`config.mk`:
```
export PLATFORM = sky130hd
export DESIGN_NAME = tcc_top
export DESIGN_NICKNAME = d
export VERILOG_FILES = /design/src/tcc_pkg.sv /design/src/tcc_top.sv
export VERILOG_INCLUDE_DIRS = /design/src
export SDC_FILE = /design/constraint.sdc
export NUM_CORES = 1
export LEC_CHECK = 0
export ABC_AREA = 1
export BUFFER_PORTS_ARGS = -buffer_cell sky130_fd_sc_hd__buf_2
export CORE_ASPECT_RATIO = 1.5
export CORE_MARGIN = 3
export CORE_UTILIZATION = 60
export CTS_CLUSTER_SIZE = 16
export DETAILED_ROUTE_END_ITERATION = 8
export GPL_ROUTABILITY_DRIVEN = 0
export PLACE_DENSITY = 0.83
export REMOVE_ABC_BUFFERS = 1
export SYNTH_ARGS = -nofsm -noshare
export SYNTH_HDL_FRONTEND = slang
export SYNTH_SLANG_ARGS = --single-unit
```
`constraint.sdc`:
```
create_clock -name mclk -period 4.7 [get_ports mclk]
set_clock_uncertainty 0.15 [all_clocks]
set_input_delay 1.175 -clock mclk [delete_from_list [all_inputs] [get_ports mclk]]
set_output_delay 1.175 -clock mclk [all_outputs]
set_load 0.01 [all_outputs]
```
`src/tcc_defs.svh`:
```
// Constants for the temperature conversion control block
`ifndef TCC_DEFS_SVH
`define TCC_DEFS_SVH
// ==========================================================
// Register byte offsets (APB, word aligned)
`define TCC_OFF_CTRL 12'h000
`define TCC_OFF_STAT 12'h004
`define TCC_OFF_RESULT 12'h008
`define TCC_OFF_THIGH 12'h00C
`define TCC_OFF_TLOW 12'h010
`define TCC_OFF_ADDR 12'h014
`define TCC_OFF_SENSE 12'h018
// ==========================================================
// Control field positions
`define TCC_CTRL_MODE_LO 0
`define TCC_CTRL_MODE_HI 1
`define TCC_CTRL_RATE_LO 2
`define TCC_CTRL_RATE_HI 3
`define TCC_CTRL_EXT 4
`define TCC_CTRL_BREAK 5
// ==========================================================
// Reset values
`define TCC_CTRL_RST 6'h02
`define TCC_ADDR_RST 4'h0
`define TCC_LIMIT_RST 13'h0000
// ==========================================================
// Timing figures
`define TCC_CLK_HZ 25000000
`define TCC_CONV_MS 26
`define TCC_TOUT_MS 28
`define TCC_CONV_CYC (`TCC_CONV_MS * (`TCC_CLK_HZ / 1000))
`define TCC_TOUT_CYC (`TCC_TOUT_MS * (`TCC_CLK_HZ / 1000))
// Saturation ceilings and chain length limit
`define TCC_SAT12 13'h07FF
`define TCC_SAT13 13'h0FFF
`define TCC_CHAIN_MAX 16
`endif

```
`src/tcc_pkg.sv`:
```
// Types for the temperature conversion control block
package tcc_pkg;
  // Conversion sequencer states
  typedef enum logic [1:0] {
    TCC_IDLE,
    TCC_CONV,
    TCC_WAIT
  } tcc_state_t;
  // Interface framing states
  typedef enum logic [1:0] {
    TCC_LK_CAL,
    TCC_LK_CMD,
    TCC_LK_DATA
  } tcc_link_t;
endpackage : tcc_pkg

```
`src/tcc_top.sv`:
```
// Conversion sequencing, result formatting and chain control
//
// Summary of operation
// - Chain holds up to sixteen devices
// - Pass-through copies input to output directly
// - Device may break chain, drive own output
// - Device keeps its own chain address
// - Global commands reach all devices too
// - Conversion starts at reset, result after 26ms
// - Two's-complement result, LSB one sixteenth degree
// - Saturate at 7FFh or FFFh
// - Extended range clear at reset, widens registers
// - Extended bit sampled at conversion end
// - Extra limit bit kept when range cleared
// - 28ms silence resets interface to calibration
// - Each byte restarts inactivity timer
// - Continuous mode waits selected period
// - Mode 00 powers down conversion
// - Shutdown finishes running conversion first
// - One-shot from shutdown reads 01 then returns 00
// - Bytes framed start low, stop high, LSB first
`timescale 1ns/1ps
`default_nettype none
`include "tcc_defs.svh"

module tcc_top
  import tcc_pkg::*;
#(
  parameter int unsigned CONV_CYC = `TCC_CONV_CYC,
  parameter int unsigned TOUT_CYC = `TCC_TOUT_CYC,
  parameter int unsigned PER0_CYC = 100000000,
  parameter int unsigned PER1_CYC = 25000000,
  parameter int unsigned PER2_CYC = 6250000,
  parameter int unsigned PER3_CYC = 3125000
)
(
  input wire logic mclk,
  input wire logic rst,
  input wire logic psel,
  input wire logic penable,
  input wire logic pwrite,
  input wire logic [11:0] paddr,
  input wire logic [31:0] pwdata,
  output logic [31:0] prdata,
  output logic pready,
  output logic pslverr,
  input wire logic chain_in,
  output logic chain_out,
  input wire logic byte_done,
  input wire logic [7:0] byte_val,
  input wire logic [12:0] sense_raw,
  output logic link_reset,
  output logic conv_active
);

  // ========================================================
  // Register state
  logic [5:0] ctrl_r;        // Mode, rate, range, break
  logic [12:0] result_r;     // Formatted result
  logic [12:0] thigh_r;      // High limit incl. extra bit
  logic [12:0] tlow_r;       // Low limit incl. extra bit
  logic [3:0] addr_r;        // Chain position address, 16 slots
  logic ext_act_r;           // Range latched at conversion end
  tcc_state_t state_r;       // Sequencer state
  tcc_link_t link_r;         // Framing state
  logic [31:0] cnt_r;        // Conversion / wait counter
  logic [31:0] tout_r;       // Inactivity counter
  logic [2:0] rx_sync_r;     // Chain input synchroniser
  logic rx_r;                // Filtered chain input

  // ========================================================
  // Decode
  wire wr_en = psel && penable && pwrite;
  wire hit_ctrl = paddr == `TCC_OFF_CTRL;
  wire hit_stat = paddr == `TCC_OFF_STAT;
  wire hit_res = paddr == `TCC_OFF_RESULT;
  wire hit_hi = paddr == `TCC_OFF_THIGH;
  wire hit_lo = paddr == `TCC_OFF_TLOW;
  wire hit_addr = paddr == `TCC_OFF_ADDR;
  wire hit_sense = paddr == `TCC_OFF_SENSE;
  wire mapped = hit_ctrl | hit_stat | hit_res | hit_hi | hit_lo
                | hit_addr | hit_sense;
  wire [1:0] mode = ctrl_r[`TCC_CTRL_MODE_HI:`TCC_CTRL_MODE_LO];
  wire [1:0] conv_period_sel = ctrl_r[`TCC_CTRL_RATE_HI:`TCC_CTRL_RATE_LO];
  wire extended_range_enable = ctrl_r[`TCC_CTRL_EXT];
  wire chain_break = ctrl_r[`TCC_CTRL_BREAK];
  wire conv_mode_high_bit = mode[1];
  wire conv_end = (state_r == TCC_CONV) && (cnt_r == 32'h0000_0001);
  wire oneshot_wr = wr_en && hit_ctrl && (mode == 2'h0)
                    && (pwdata[1:0] == 2'h1);

  // Saturating format; negatives kept raw in extended range, else bit 12 cleared with floor 800h
  function automatic logic [12:0] fmt(input logic [12:0] raw,
                                      input logic ext);
    logic [12:0] sat;
    sat = ext ? `TCC_SAT13 : `TCC_SAT12;
    if (raw[12])
      fmt = ext ? raw : {1'b0, 12'hFFF & raw[11:0]} | 13'h0000;
    else if (raw > sat)
      fmt = sat;
    else
      fmt = raw;
    if (!ext && raw[12])
      fmt = {1'b0, raw[11] ? raw[11:0] : 12'h800};
  endfunction : fmt

  // Period per rate code
  function automatic logic [31:0] period(input logic [1:0] sel);
    unique case (sel)
      2'h0: period = PER0_CYC;
      2'h1: period = PER1_CYC;
      2'h2: period = PER2_CYC;
      2'h3: period = PER3_CYC;
    endcase
  endfunction : period

  // ========================================================
  // Pass-through without delay unless broken out
  assign chain_out = chain_break ? rx_r : chain_in;
  assign conv_active = state_r == TCC_CONV;
  assign pready = 1'b1;
  assign pslverr = psel && penable && !mapped;

  // ========================================================
  // APB read mux, registered data
  always_ff @(posedge mclk)
  begin
    if (rst)
      prdata <= 32'h0000_0000;
    else if (psel && !penable)
      prdata <= hit_ctrl ? {26'h0, ctrl_r} :
                hit_stat ? {29'h0, ext_act_r, link_r} :
                hit_res ? {19'h0, result_r} :
                hit_hi ? {19'h0, thigh_r} :
                hit_lo ? {19'h0, tlow_r} :
                hit_addr ? {28'h0, addr_r} : 32'h0000_0000;
  end

  // ========================================================
  // Control and limit registers
  always_ff @(posedge mclk)
  begin
    if (rst)
    begin
      ctrl_r <= `TCC_CTRL_RST;
      thigh_r <= `TCC_LIMIT_RST;
      tlow_r <= `TCC_LIMIT_RST;
      addr_r <= `TCC_ADDR_RST;
    end
    else
    begin
      if (wr_en && hit_ctrl)
        ctrl_r <= pwdata[5:0];
      else if (conv_end && mode == 2'h1)
        ctrl_r[1:0] <= 2'h0;
      // Extra bit writable only in extended range; kept otherwise
      if (wr_en && hit_hi)
        thigh_r <= {extended_range_enable ? pwdata[12] : thigh_r[12],
                    pwdata[11:0]};
      if (wr_en && hit_lo)
        tlow_r <= {extended_range_enable ? pwdata[12] : tlow_r[12],
                   pwdata[11:0]};
      if (wr_en && hit_addr)
        addr_r <= pwdata[3:0];
    end
  end

  // ========================================================
  // Conversion sequencer
  always_ff @(posedge mclk)
  begin
    if (rst)
    begin
      state_r <= TCC_CONV;
      cnt_r <= CONV_CYC;
      result_r <= 13'h0000;
      ext_act_r <= 1'b0;
    end
    else
    begin
      unique case (state_r)
        TCC_IDLE:
          if (oneshot_wr || conv_mode_high_bit)
          begin
            state_r <= TCC_CONV;
            cnt_r <= CONV_CYC;
          end
        TCC_CONV:
          if (conv_end)
          begin
            // Range sampled only here, so a mid-conversion change waits
            ext_act_r <= extended_range_enable;
            result_r <= fmt(sense_raw, extended_range_enable);
            if (conv_mode_high_bit)
            begin
              state_r <= TCC_WAIT;
              cnt_r <= period(conv_period_sel);
            end
            else
              state_r <= TCC_IDLE;
          end
          else
            cnt_r <= cnt_r - 32'h1;
        TCC_WAIT:
          if (!conv_mode_high_bit)
            state_r <= TCC_IDLE;
          else if (cnt_r <= 32'h1)
          begin
            state_r <= TCC_CONV;
            cnt_r <= CONV_CYC;
          end
          else
            cnt_r <= cnt_r - 32'h1;
      endcase
    end
  end

  // ========================================================
  // Chain input synchroniser, 2nd and 3rd must agree
  always_ff @(posedge mclk)
  begin
    if (rst)
    begin
      rx_sync_r <= 3'h7;
      rx_r <= 1'b1;
    end
    else
    begin
      rx_sync_r <= {rx_sync_r[1:0], chain_in};
      if (rx_sync_r[1] == rx_sync_r[2])
        rx_r <= rx_sync_r[2];
    end
  end

  // ========================================================
  // Framing and inactivity timeout
  wire tout_hit = (link_r != TCC_LK_CAL) && (tout_r == TOUT_CYC - 1);
  wire is_global = byte_val[7];
  always_ff @(posedge mclk)
  begin
    if (rst)
    begin
      link_r <= TCC_LK_CAL;
      tout_r <= 32'h0;
      link_reset <= 1'b0;
    end
    else
    begin
      link_reset <= tout_hit;
      if (byte_done)
      begin
        tout_r <= 32'h0;
        unique case (link_r)
          TCC_LK_CAL: link_r <= TCC_LK_CMD;
          TCC_LK_CMD:
            link_r <= (is_global || byte_val[6:3] == addr_r)
                      ? TCC_LK_DATA : TCC_LK_CAL;
          TCC_LK_DATA: link_r <= TCC_LK_DATA;
        endcase
      end
      else if (tout_hit)
      begin
        link_r <= TCC_LK_CAL;
        tout_r <= 32'h0;
      end
      else if (link_r != TCC_LK_CAL)
        tout_r <= tout_r + 32'h1;
    end
  end

  // ========================================================
  // Assertions
  property p_pass;
    @(posedge mclk) disable iff (rst)
      !chain_break |-> chain_out == chain_in;
  endproperty
  a_pass: assert property (p_pass) else $error("pass-through broken");
  // Broken chain drives the filtered input once 2nd and 3rd agree
  property p_brk;
    @(posedge mclk) disable iff (rst)
      (chain_break && (rx_sync_r[1] == rx_sync_r[2])) ##1 chain_break
        |-> chain_out == $past(rx_sync_r[2]);
  endproperty
  a_brk: assert property (p_brk) else $error("break not driving");
  property p_sat12;
    @(posedge mclk) disable iff (rst)
      !ext_act_r |-> result_r[12] == 1'b0;
  endproperty
  a_sat12: assert property (p_sat12) else $error("sat12 exceeded");
  property p_oneshot;
    @(posedge mclk) disable iff (rst)
      conv_end && mode == 2'h1 && !(wr_en && hit_ctrl)
        |=> mode == 2'h0;
  endproperty
  a_oneshot: assert property (p_oneshot) else $error("one-shot stuck");
  property p_shut;
    @(posedge mclk) disable iff (rst)
      state_r == TCC_WAIT && !conv_mode_high_bit |=> state_r == TCC_IDLE;
  endproperty
  a_shut: assert property (p_shut) else $error("shutdown ignored");
  property p_finish;
    @(posedge mclk) disable iff (rst)
      conv_end |=> state_r != TCC_CONV;
  endproperty
  a_finish: assert property (p_finish) else $error("conv not ended");
  property p_ext;
    @(posedge mclk) disable iff (rst)
      conv_end |=> ext_act_r == $past(extended_range_enable);
  endproperty
  a_ext: assert property (p_ext) else $error("range not sampled");
  property p_tout;
    @(posedge mclk) disable iff (rst)
      tout_hit && !byte_done |=> link_r == TCC_LK_CAL && link_reset;
  endproperty
  a_tout: assert property (p_tout) else $error("timeout missed");
  property p_byte;
    @(posedge mclk) disable iff (rst)
      byte_done |=> tout_r == 32'h0;
  endproperty
  a_byte: assert property (p_byte) else $error("timer not cleared");
  c_conv: cover property (@(posedge mclk) disable iff (rst) conv_end);
  c_tout: cover property (@(posedge mclk) disable iff (rst) tout_hit);
  c_wait: cover property (@(posedge mclk) disable iff (rst)
    state_r == TCC_WAIT);

endmodule : tcc_top
`default_nettype wire

```
==> out/summary.txt, run 1 <==
========================================================================================
Unrepaired setup endpoints after global routing ...........................        false
Clock root buffer master ..................................................    clkbuf_16
R2R Setup Slk .............................................................      1.79 ns
Shortest clock period the worst path allows after layout ..................      3.71 ns
Antenna violations before repair ..........................................            0
Pin slew with the least headroom to its limit .............................     0.907 ns
DIE AREA ..................................................................  14800 sq um
Worst hold start .......................................................... rx_sync_r[0]
Cell Pwr Density ..........................................................  408 nW/um^2
Area added between synthesis and finish ...................................        10.5%
Post-cts repair resize count ..............................................            0
Worst hold margin .........................................................     0.250 ns
Initial DRC count .........................................................          461
Horizontal extent of the die ..............................................       100 um
Share of final-layout standard cells stronger than drive strength 1 .......        12.4%
Total number of nets in the final design ..................................         1335
Final core occ ............................................................        67.9%
R2r startpoint ............................................................   state_r[1]
Startpoint kind of the worst setup timing path ............................ primary input
Total number of vias ......................................................         7984
Routed len/inst ...........................................................      14.9 um
Post-synthesis xor/xnor area fraction .....................................        4.60%
Share of flip-flops with an asynchronous set or reset .....................           0%
Max capacitance violation total ...........................................            0
Via count of the first global-routing pass ................................         7574
Share of synthesized cell area in and, or, nand and nor gates .............        33.6%
Final critical-path share of the clock period .............................        79.0%
Area share of the largest cell type after synthesis .......................        34.0%
Maximum clock insertion buffer count ......................................            2
Area used by multi-input combinational logic ..............................   4460 sq um
GR Overflow Total .........................................................            0
Syn. warnings .............................................................            0
Adder-cell area share of the yosys netlist ................................        2.66%
Highest-count cells in the layout ignoring fill and taps .................. nand2_1, inv_1, nor2_1, dfxtp_1, a21oi_1
Total negative setup slack ................................................         0 ns
Synthesized-area fraction occupied by ao, oa, aoi and oai cells ...........        13.9%
Ys flop type ..............................................................      dfxtp_1
Hold bufs inserted after CTS ..............................................            0
Synth cell types ..........................................................           47
Sequential cell area fraction in the yosys report .........................        34.0%
Slew headroom .............................................................        39.5%
Final WL ..................................................................      21.1 mm
F_max .....................................................................      269 MHz
Number of top-level pins ..................................................          109
Total GRT Usage ...........................................................        28.9%
Critical Path End Type .................................................... primary output
Total of buffers placed on input and output ports .........................           66
Total number of H-tree levels .............................................            4
Fraction of synthesized area in multiplexers ..............................           0%
Average vias per placed instance ..........................................         5.63
Number of DRC violations after detailed routing ...........................            0
Setup CP Type .............................................................       in2out
End point of the most critical hold path .................................. rx_sync_r[1]
Core footprint ............................................................  13000 sq um
Synthesized instance count ................................................         1196
Area of all sequential standard cells .....................................   2720 sq um
Antenna Diode Count .......................................................            0
Number of cell instances on the worst register-to-register path ...........           10
Largest net degree at the start of global routing .........................           51
Number of setup violations in the final report ............................            0
Initial core utilization ..................................................        61.4%
Antenna viol nets, final ..................................................            0
Final max-slew violation count ............................................            0
Peak supply drop ..........................................................     0.226 mV
Number of search-and-repair iterations in the first detailed-routing pass .            6
Data arrival time of the critical path ....................................      2.39 ns
Wire length of the first global-routing pass ..............................      34.7 mm
Mean instance size in the synthesized netlist .............................   6.69 sq um
Most common cell after layout, fill and taps aside ........................      nand2_1
Result of the run ......................................................... finished, final reports clean
Clock latency on the worst-skew pair ......................................      0.42 ns
Combined area of all synthesized cells ....................................   8000 sq um
Vert. Die Dim .............................................................       147 um
Total number of placement rows ............................................           51
Final HPWL DP .............................................................      15.0 mm
Combinational family with the most area after synthesis ................... simple AND/OR/NAND/NOR gates
Biggest fanout along the worst timing path ................................            7
Register clock-pin slew on the reported worst setup and hold paths ........      0.07 ns
Final count of hold timing violations .....................................            0
Number of synthesized flops with an enable pin ............................            0
Clock sink count ..........................................................          136
Largest cells by area after synthesis ..................................... dfxtp_1, nand2_1, a21oi_1
Number of post-CTS setup repair buffers ...................................            0
Synth area leader .........................................................      dfxtp_1
Number of CTS-inserted buffers ............................................           17
Hold Path Cell Cnt ........................................................            1
Crit Reg-Reg Endpoint .....................................................     cnt_r[0]
Leak ......................................................................      3.71 nW
Path class of the lowest-slack min-delay path .............................      reg2reg
Total power draw ..........................................................      3.61 mW
Synth Register Bits .......................................................          136
Layout filler cell count ..................................................         1174
Crit path required time ...................................................      3.38 ns
Clock tree from TritonCTS .................................................         done
========================================================================================
[where the power goes]
group	internal (mW)	switching, mW
registers	1.22	0.0886
clock network	0.730	0.539
logic	0.328	0.697
total	2.28	1.32
[sequential cells by signal, indices dropped and copies added (netlist names), 3 cells and up]
| signal | count |
|---|---|
| cnt_r | 32 |
| result_r | 13 |
| ctrl_r | 6 |
| tlow_r | 13 |
| thigh_r | 13 |
| addr_r | 4 |
| tout_r | 32 |
| rx_sync_r | 3 |
| prdata | 13 |
[worst max-delay path, stage by stage]
cell	delay (ns)
buf_2	0.10
nor2_1	0.13
nand2_1	0.12
nor2_4	0.14
inv_1	0.08
nor2_2	0.27
nor2_1	0.11
nand2_1	0.08
nor4_1	0.04
buf_2	0.14
[cells in the mapped netlist (all sizes together) (5+ instances only)]
cell and instances:
nand2 272, nor2 160, inv 143, dfxtp 136, a21oi 109, o21ai 77, nand3 73, buf 35
xor2 35, nand4 32, clkbuf 23, nor3 23, ha 17, nor4 10, or2 8, o221ai 7
xnor2 7, nand3b 5, nor3b 5, o211ai 5
[kinds of logic (layout without fill, tap and decap cells)]
group / count (synthesis) / count (layout)
AOI/OAI and AO/OA: 208 / 208
adders and majority gates: 17 / 17
xor gates and xnor gates: 42 / 42
buffers and inverters: 201 / 246
and+or+nand+nor: 590 / 590
DFF: 136 / 136
other: 2 / 20
[routing by layer]
metal	track usage [%]	part of all wire [%]	up-vias	routed length [um]
li1	-	-	3945	-
met1	32.6	38	3625	8050
met2	50.1	51	321	10800
met3	4.25	6.0	93	1270
met4	17.9	4.8	0	1010
met5	0	0	-	0
[through the flow]
step / instances / area (sq um) / setup WS [ns]
6_report: 1418 / 8840 / 0.989
4_1_cts: 1418 / 8840 / 1.00
3_5_place_dp: 1386 / 8280 / 1.01
5_1_grt: 1418 / 8840 / 0.823
3_3_place_gp: 1386 / 8280 / 1.03
2_1_floorplan: 1156 / 7720 / 1.27
[final cells by class]
type	count	share of cell area (%)
multi-input cells	877	50.4
flip-flops and latches	136	30.8
inverters	143	6.07
clock buffers	18	4.86
repair buffers	71	4.16
well taps	159	2.25
clock inverters	14	1.42
[worst max-delay path by stage]
stage               startpoint      end  slack (ns)  depth (start not counted)
finish                paddr[4]  pslverr        0.99                         10
global route          paddr[4]  pslverr        0.82                         10
CTS                   paddr[4]  pslverr        1.00                         10
detailed placement    paddr[4]  pslverr        1.01                         10
global placement     paddr[11]  pslverr        1.03                         10
floorplan            paddr[11]  pslverr        1.27                          8
Power figures use the tool's default switching activity.
==> run 2, diff against run 1 <==
--- a/config.mk
+++ b/config.mk
@@ -10,11 +10,11 @@
 export BUFFER_PORTS_ARGS = -buffer_cell sky130_fd_sc_hd__buf_2
 export CORE_ASPECT_RATIO = 1.5
 export CORE_MARGIN = 3
-export CORE_UTILIZATION = 60
+export CORE_UTILIZATION = 53
 export CTS_CLUSTER_SIZE = 16
 export DETAILED_ROUTE_END_ITERATION = 8
 export GPL_ROUTABILITY_DRIVEN = 0
-export PLACE_DENSITY = 0.83
+export PLACE_DENSITY = 0.77
 export REMOVE_ABC_BUFFERS = 1
 export SYNTH_ARGS = -nofsm -noshare
 export SYNTH_HDL_FRONTEND = slang
==> constraint.sdc (replaced) <==
create_clock -name mclk -period 3.1 [get_ports mclk]
set_clock_uncertainty 0.15 [all_clocks]
set_input_delay 0.775 -clock mclk [delete_from_list [all_inputs] [get_ports mclk]]
set_output_delay 0.775 -clock mclk [all_outputs]
set_load 0.01 [all_outputs]
==> run 2 against run 1 <==
Against the previous run:
- cell area grew 2.1%
- wire length rose by 0.50%
- clock power up 53%
- via count decreased by 2.1%
- cell count grew 3.7%
- critical path type unchanged
- critical endpoint unchanged
==> out/summary.txt, run 2 (synthesis results as in run 1) <==
========================================================================================
Result of the run ......................................................... finished, final reports clean
Top Registers ............................................................. cnt_r: 32 flops, tout_r: 32 flops
Final HPWL DP .............................................................      15.4 mm   +2.6%
Final max-slew violation count ............................................            0   unchanged
Largest stage delay, worst path ...........................................      0.20 ns   -0.07 ns
Final core occ ............................................................        61.5%   -6.3 points
Antenna viol nets, final ..................................................            0   unchanged
Data arrival time of the critical path ....................................      1.96 ns   -0.43 ns
GR Overflow Total .........................................................            0   unchanged
Register clock-pin slew on the reported worst setup and hold paths ........      0.06 ns   about the same
R2r startpoint ............................................................     cnt_r[0]
Via count of the first global-routing pass ................................         7404   -2.2%
Horizontal extent of the die ..............................................       106 um   +6.0%
Pin slew with the least headroom to its limit .............................     0.652 ns   -0.255 ns
Peak supply drop ..........................................................     0.418 mV   +85%
Final count of hold timing violations .....................................            0   unchanged
Wire length of the first global-routing pass ..............................      34.4 mm   -0.91%
DP Area ...................................................................   8450 sq um   +2.0%
Total number of H-tree levels .............................................            4   unchanged
Routed len/inst ...........................................................      14.4 um   -3.1%
Worst hold start .......................................................... rx_sync_r[0]
Crit Reg-Reg Endpoint .....................................................    cnt_r[14]
Post-cts repair resize count ..............................................            0   unchanged
Unrepaired setup endpoints after global routing ...........................        false
R2R Setup Slk .............................................................      0.53 ns   -1.26 ns
Number of setup violations in the final report ............................            0   unchanged
Hold bufs inserted after CTS ..............................................            0   unchanged
Biggest fanout along the worst timing path ................................            5   -2
Worst path cell trace ..................................................... buf_2 > nor2_1 > nand2_1 > nor2_4 > nand2_1 > inv_1 > nor2_1 > nand2_1 > nor4_1 > buf_2
Area added between synthesis and finish ...................................        12.8%
Final WL ..................................................................      21.2 mm   +0.50%
Largest net degree at the start of global routing .........................           48   -5.9%
Setup CP Type .............................................................       in2out
Initial core utilization ..................................................        54.6%   -6.9 points
Number of search-and-repair iterations in the first detailed-routing pass .            6   unchanged
Slowest cell on the critical path .........................................       nor4_1
Total power draw ..........................................................      5.54 mW   +54%
Clock sink count ..........................................................          136   unchanged
Clock tree from TritonCTS .................................................         done
Critical Path End Type .................................................... primary output
Total number of nets in the final design ..................................         1351   +1.2%
Core footprint ............................................................  14700 sq um   +13%
Leak ......................................................................      3.79 nW   +2.1%
Antenna violations before repair ..........................................            0   unchanged
Clock latency on the worst-skew pair ......................................      0.42 ns   about the same
Vert. Die Dim .............................................................       156 um   +6.1%
Worst hold margin .........................................................     0.257 ns   +0.00749 ns
Cell Pwr Density ..........................................................  614 nW/um^2   +50%
Total GRT Usage ...........................................................        25.7%   -3.2 points
Path class of the lowest-slack min-delay path .............................      reg2reg
Share of final-layout standard cells stronger than drive strength 1 .......        13.5%   +1.1 points
Number of cell instances on the worst register-to-register path ...........           10   unchanged
Most frequent cell on the critical path ...................................      nand2_1
Maximum clock insertion buffer count ......................................            2   unchanged
Most common cell after layout, fill and taps aside ........................      nand2_1
Antenna Diode Count .......................................................            0   unchanged
End point of the most critical hold path .................................. rx_sync_r[1]
Total number of placement rows ............................................           54   +5.9%
Slew headroom .............................................................        56.5%   +17 points
Number of post-CTS setup repair buffers ...................................            0   unchanged
Highest-count cells in the layout ignoring fill and taps .................. nand2_1, inv_1, nor2_1, dfxtp_1, a21oi_1
Average vias per placed instance ..........................................         5.31   -5.7%
Total of buffers placed on input and output ports .........................           66   unchanged
Hold Path Cell Cnt ........................................................            1   unchanged
Number of CTS-inserted buffers ............................................           17   unchanged
DIE AREA ..................................................................  16600 sq um   +13%
Shortest clock period the worst path allows after layout ..................      2.88 ns
Number of top-level pins ..................................................          109   unchanged
Total negative setup slack ................................................         0 ns   unchanged
F_max .....................................................................      347 MHz
Clock root buffer master ..................................................    clkbuf_16
Max capacitance violation total ...........................................            0   unchanged
Initial DRC count .........................................................          463   +0.43%
Number of DRC violations after detailed routing ...........................            0   unchanged
Startpoint kind of the worst setup timing path ............................ primary input
Total number of vias ......................................................         7813   -2.1%
Final critical-path share of the clock period .............................        93.1%
Final std cell area, no fill ..............................................   9020 sq um   +2.1%
Crit path required time ...................................................      2.17 ns   -1.21 ns
========================================================================================
## run 2: worst max-delay path: cells and delay by family
kind	cells	cell delay (ns)
buffers and inverters	3	0.37
and+or+nand+nor	7	0.82
## run 2: metrics by stage
step                      cells  worst slack [ns]
after floorplan            1156             0.472
after global placement     1439             0.244
after detailed placement   1439             0.242
after CTS                  1471             0.231
after global routing       1471            0.0817
final                      1471             0.215
## run 2: routing by layer
metal	part of all wire (%)	up-vias	track usage [%]
li1	-	3974	-
met3	5.5	54	4.91
met2	50	265	46.1
met1	40	3520	28.7
met5	0	-	0
met4	3.6	0	13.1
## run 2: worst max path at each step
stage                    to  slack [ns]      start  depth (start not counted)
floorplan           pslverr        0.47  paddr[11]                          8
finish              pslverr        0.22  paddr[11]                         10
detailed placement  pslverr        0.24  paddr[11]                         10
global placement    pslverr        0.24  paddr[11]                         10
global route        pslverr        0.08  paddr[10]                         10
CTS                 pslverr        0.23  paddr[11]                         10
## run 2: area by class of cell
cell class | count | area, sq um
Inverter | 143 | 537
Fill cell | 1439 | 5640
Multi-Input combinational cell | 877 | 4460
Clock inverter | 12 | 118
Clock buffer | 20 | 457
Sequential cell | 136 | 2720
Tap cell | 196 | 245
Timing Repair Buffer | 87 | 488
## run 2: where the power goes
part	switching, mW	internal [mW]
clock network	0.791	1.15
registers	0.128	1.85
logic	1.09	0.520
==> run 3, diff against run 2 <==
--- a/config.mk
+++ b/config.mk
@@ -10,11 +10,12 @@
 export BUFFER_PORTS_ARGS = -buffer_cell sky130_fd_sc_hd__buf_2
 export CORE_ASPECT_RATIO = 1.5
 export CORE_MARGIN = 3
-export CORE_UTILIZATION = 53
+export CORE_UTILIZATION = 25
 export CTS_CLUSTER_SIZE = 16
 export DETAILED_ROUTE_END_ITERATION = 8
 export GPL_ROUTABILITY_DRIVEN = 0
-export PLACE_DENSITY = 0.77
+export PLACE_DENSITY = 0.43
+export RECOVER_POWER = 25
 export REMOVE_ABC_BUFFERS = 1
 export SYNTH_ARGS = -nofsm -noshare
 export SYNTH_HDL_FRONTEND = slang
==> run 3 against run 2 <==
Against the previous run:
- the flow now finishes with violations (capacitance limit, slew limit)
- non-clock buffer count grew 2
- register-to-register slack gained 0.04 ns
- setup slack gained 0.0019 ns
- cell area grew 2.3%
- wire length grew 16%
- clock power shrank 4%
- cell count grew 14%
- maximum frequency is essentially flat
- sequential power is essentially flat
- critical endpoint unchanged
==> out/summary.txt, run 3 (synthesis results as in run 1) <==
========================================================================================
Result of the run ......................................................... finished, violations left
Violations in the final reports ........................................... capacitance limit, slew limit
Data arrival time of the critical path ....................................      1.96 ns   about the same
Antenna Diode Count .......................................................            0   unchanged
Area of all sequential standard cells .....................................   2720 sq um   unchanged
Placed Cells ..............................................................         1650   +15%
Path class of the lowest-slack min-delay path .............................      reg2reg
Average vias per placed instance ..........................................         4.57   -14%
Post-place setup slack ....................................................     0.207 ns   -0.0343 ns
Total number of nets in the final design ..................................         1353   +0.15%
Via count of the first global-routing pass ................................         7358   -0.62%
Top Registers ............................................................. cnt_r: 32 flops, tout_r: 32 flops
Total number of H-tree levels .............................................            4   unchanged
Startpoint of the most critical setup path ................................    paddr[11]
Peak supply drop ..........................................................     0.412 mV   -1.4%
Number of cell instances on the worst register-to-register path ...........           12   +2
Shortest clock period the worst path allows after layout ..................      2.88 ns   -0.00189 ns
F_max .....................................................................      347 MHz   about the same
Area used by multi-input combinational logic ..............................   4460 sq um   unchanged
Cell Pwr Density ..........................................................  594 nW/um^2   -3.2%
Number of DRC violations after detailed routing ...........................            0   unchanged
Wire length of the first global-routing pass ..............................      39.2 mm   +14%
Hold bufs inserted after CTS ..............................................            0   unchanged
Initial core utilization ..................................................        25.5%   -29 points
DIE AREA ..................................................................  34200 sq um   +110%
Leak ......................................................................      3.72 nW   -1.9%
Number of top-level pins ..................................................          109   unchanged
Power share of the clock group ............................................        34.1%   -1.0 points
Critical Path End Type .................................................... primary output
Final instance count without filler cells .................................         1681   +14%
Unrepaired setup endpoints after global routing ...........................        false
Final max-slew violation count ............................................           37   +37
Hold Path Cell Cnt ........................................................            1   unchanged
Largest net degree at the start of global routing .........................           42   -13%
Clock sink count ..........................................................          136   unchanged
Max capacitance violation total ...........................................            1   +1
Antenna viol nets, final ..................................................            0   unchanged
Most frequent cell on the critical path ...................................      nand2_1
Final count of hold timing violations .....................................            0   unchanged
Total of buffers placed on input and output ports .........................           66   unchanged
R2R Setup Slk .............................................................      0.57 ns   +0.04 ns
Core footprint ............................................................  31300 sq um   +110%
Slowest cell on the critical path .........................................       nor4_1
Biggest fanout along the worst timing path ................................            5   unchanged
Power spent charging and discharging nets .................................      2.02 mW   +0.72%
R2r startpoint ............................................................    cnt_r[26]
Total GRT Usage ...........................................................        14.5%   -11 points
Total negative setup slack ................................................         0 ns   unchanged
Startpoint kind of the worst setup timing path ............................ primary input
Share of final-layout standard cells stronger than drive strength 1 .......        12.1%   -1.4 points
Pin slew with the least headroom to its limit .............................      1.88 ns   +1.22 ns
Comb pwr share ............................................................        29.5%   +0.4 points
Number of search-and-repair iterations in the first detailed-routing pass .            4   -2
Antenna violations before repair ..........................................            0   unchanged
Register clock-pin slew on the reported worst setup and hold paths ........      0.06 ns   about the same
Total power draw ..........................................................      5.48 mW   -1.0%
Initial DRC count .........................................................          349   -25%
Internal power of the cells ...............................................      3.46 mW   -2.0%
Final HPWL DP .............................................................      18.7 mm   +21%
Crit path required time ...................................................      2.17 ns   about the same
Relative contribution of sequential cells to total power ..................        36.3%   +0.5 points
Total number of placement rows ............................................           79   +46%
Horizontal extent of the die ..............................................       152 um   +43%
Vert. Die Dim .............................................................       225 um   +44%
Maximum clock insertion buffer count ......................................            2   unchanged
Area added between synthesis and finish ...................................        15.4%
Largest stage delay, worst path ...........................................      0.21 ns   about the same
Total number of vias ......................................................         7685   -1.6%
Slew headroom .............................................................       -25.1%   -82 points
Routed len/inst ...........................................................      14.7 um   +1.9%
Setup CP Type .............................................................       in2out
Highest-count cells in the layout ignoring fill and taps .................. nand2_1, inv_1, nor2_1, dfxtp_1, a21oi_1
Number of post-CTS setup repair buffers ...................................            0   unchanged
Number of CTS-inserted buffers ............................................           17   unchanged
Final critical-path share of the clock period .............................        93.0%   about the same
Final WL ..................................................................      24.7 mm   +16%
Switching power share of the total ........................................        36.9%   +0.65 points
GR Overflow Total .........................................................            0   unchanged
Crit Reg-Reg Endpoint .....................................................    cnt_r[26]
Worst path cell trace ..................................................... buf_2 > nor2_1 > nand2_1 > nor2_4 > nand2_1 > inv_1 > nor2_1 > nand2_1 > nor4_1 > buf_2
Final core occ ............................................................        29.5%   -32 points
Post-cts repair resize count ..............................................            0   unchanged
Layout filler cell count ..................................................         3468   +140%
Capturing instance or port of the critical path ...........................      pslverr
Clock tree from TritonCTS .................................................         done
Setup WS post-layout ......................................................     0.217 ns   +0.00189 ns
Clock root buffer master ..................................................    clkbuf_16
Clock latency on the worst-skew pair ......................................      0.44 ns   +0.02 ns
Number of setup violations in the final report ............................            0   unchanged
Most common cell after layout, fill and taps aside ........................      nand2_1
========================================================================================
[run 3: cell types whose count changed in the layout (fill, tap and decap cells not counted), sizes merged]
| cell | before | now |
|---|---|---|
| bufinv | 1 | 0 |
| clkinvlp | 4 | 3 |
| inv | 145 | 143 |
| buf | 87 | 72 |
| clkinv | 5 | 4 |
| clkbuf | 20 | 41 |
[run 3: area by class of cell]
cell class,instances,area share [%]
Tap cell,405,5.49
Multi-Input combinational cell,877,48.3
Clock inverter,7,0.502
Inverter,143,5.82
Clock buffer,24,5.22
Sequential cell,136,29.5
Timing Repair Buffer,89,5.18
[run 3: critical path, delay by kind of cell]
family                 cells  cell delay, ns
and+or+nand+nor            7            0.81
buffers and inverters      3            0.37
[run 3: power by group through the flow]
stage,Sequential [mW],Combinational (mW),Clock [mW]
5_1_grt,2.00,1.83,2.01
6_report,1.99,1.62,1.87
4_1_cts,1.99,1.63,1.95
2_1_floorplan,1.98,1.14,0
3_3_place_gp,2.02,1.62,0
3_5_place_dp,2.03,1.62,0
[run 3: worst min path at each step]
stage	startpoint	endpoint	slack [ns]
final	rx_sync_r[0]	rx_sync_r[1]	0.26
after global routing	rx_sync_r[0]	rx_sync_r[1]	0.28
after CTS	rx_sync_r[0]	rx_sync_r[1]	0.27
after detailed placement	rx_sync_r[0]	rx_sync_r[1]	0.25
after global placement	rx_sync_r[0]	rx_sync_r[1]	0.24
after floorplan	rx_sync_r[0]	rx_sync_r[1]	0.24
[run 3: layer usage]
layer	global-route usage, %	vias to the layer above	wire length (um)
li1	-	3987	-
met1	16.4	3512	10400
met2	26.5	148	12700
met3	2.71	38	762
met4	6.27	0	750
met5	0	-	0
[run 3: per-stage QoR]
step	instance area, sq um	hold slack (ns)
2_1_floorplan	7720	0.239
4_1_cts	9270	0.266
3_3_place_gp	8740	0.242
6_report	9230	0.262
3_5_place_dp	8740	0.252
5_1_grt	9230	0.282
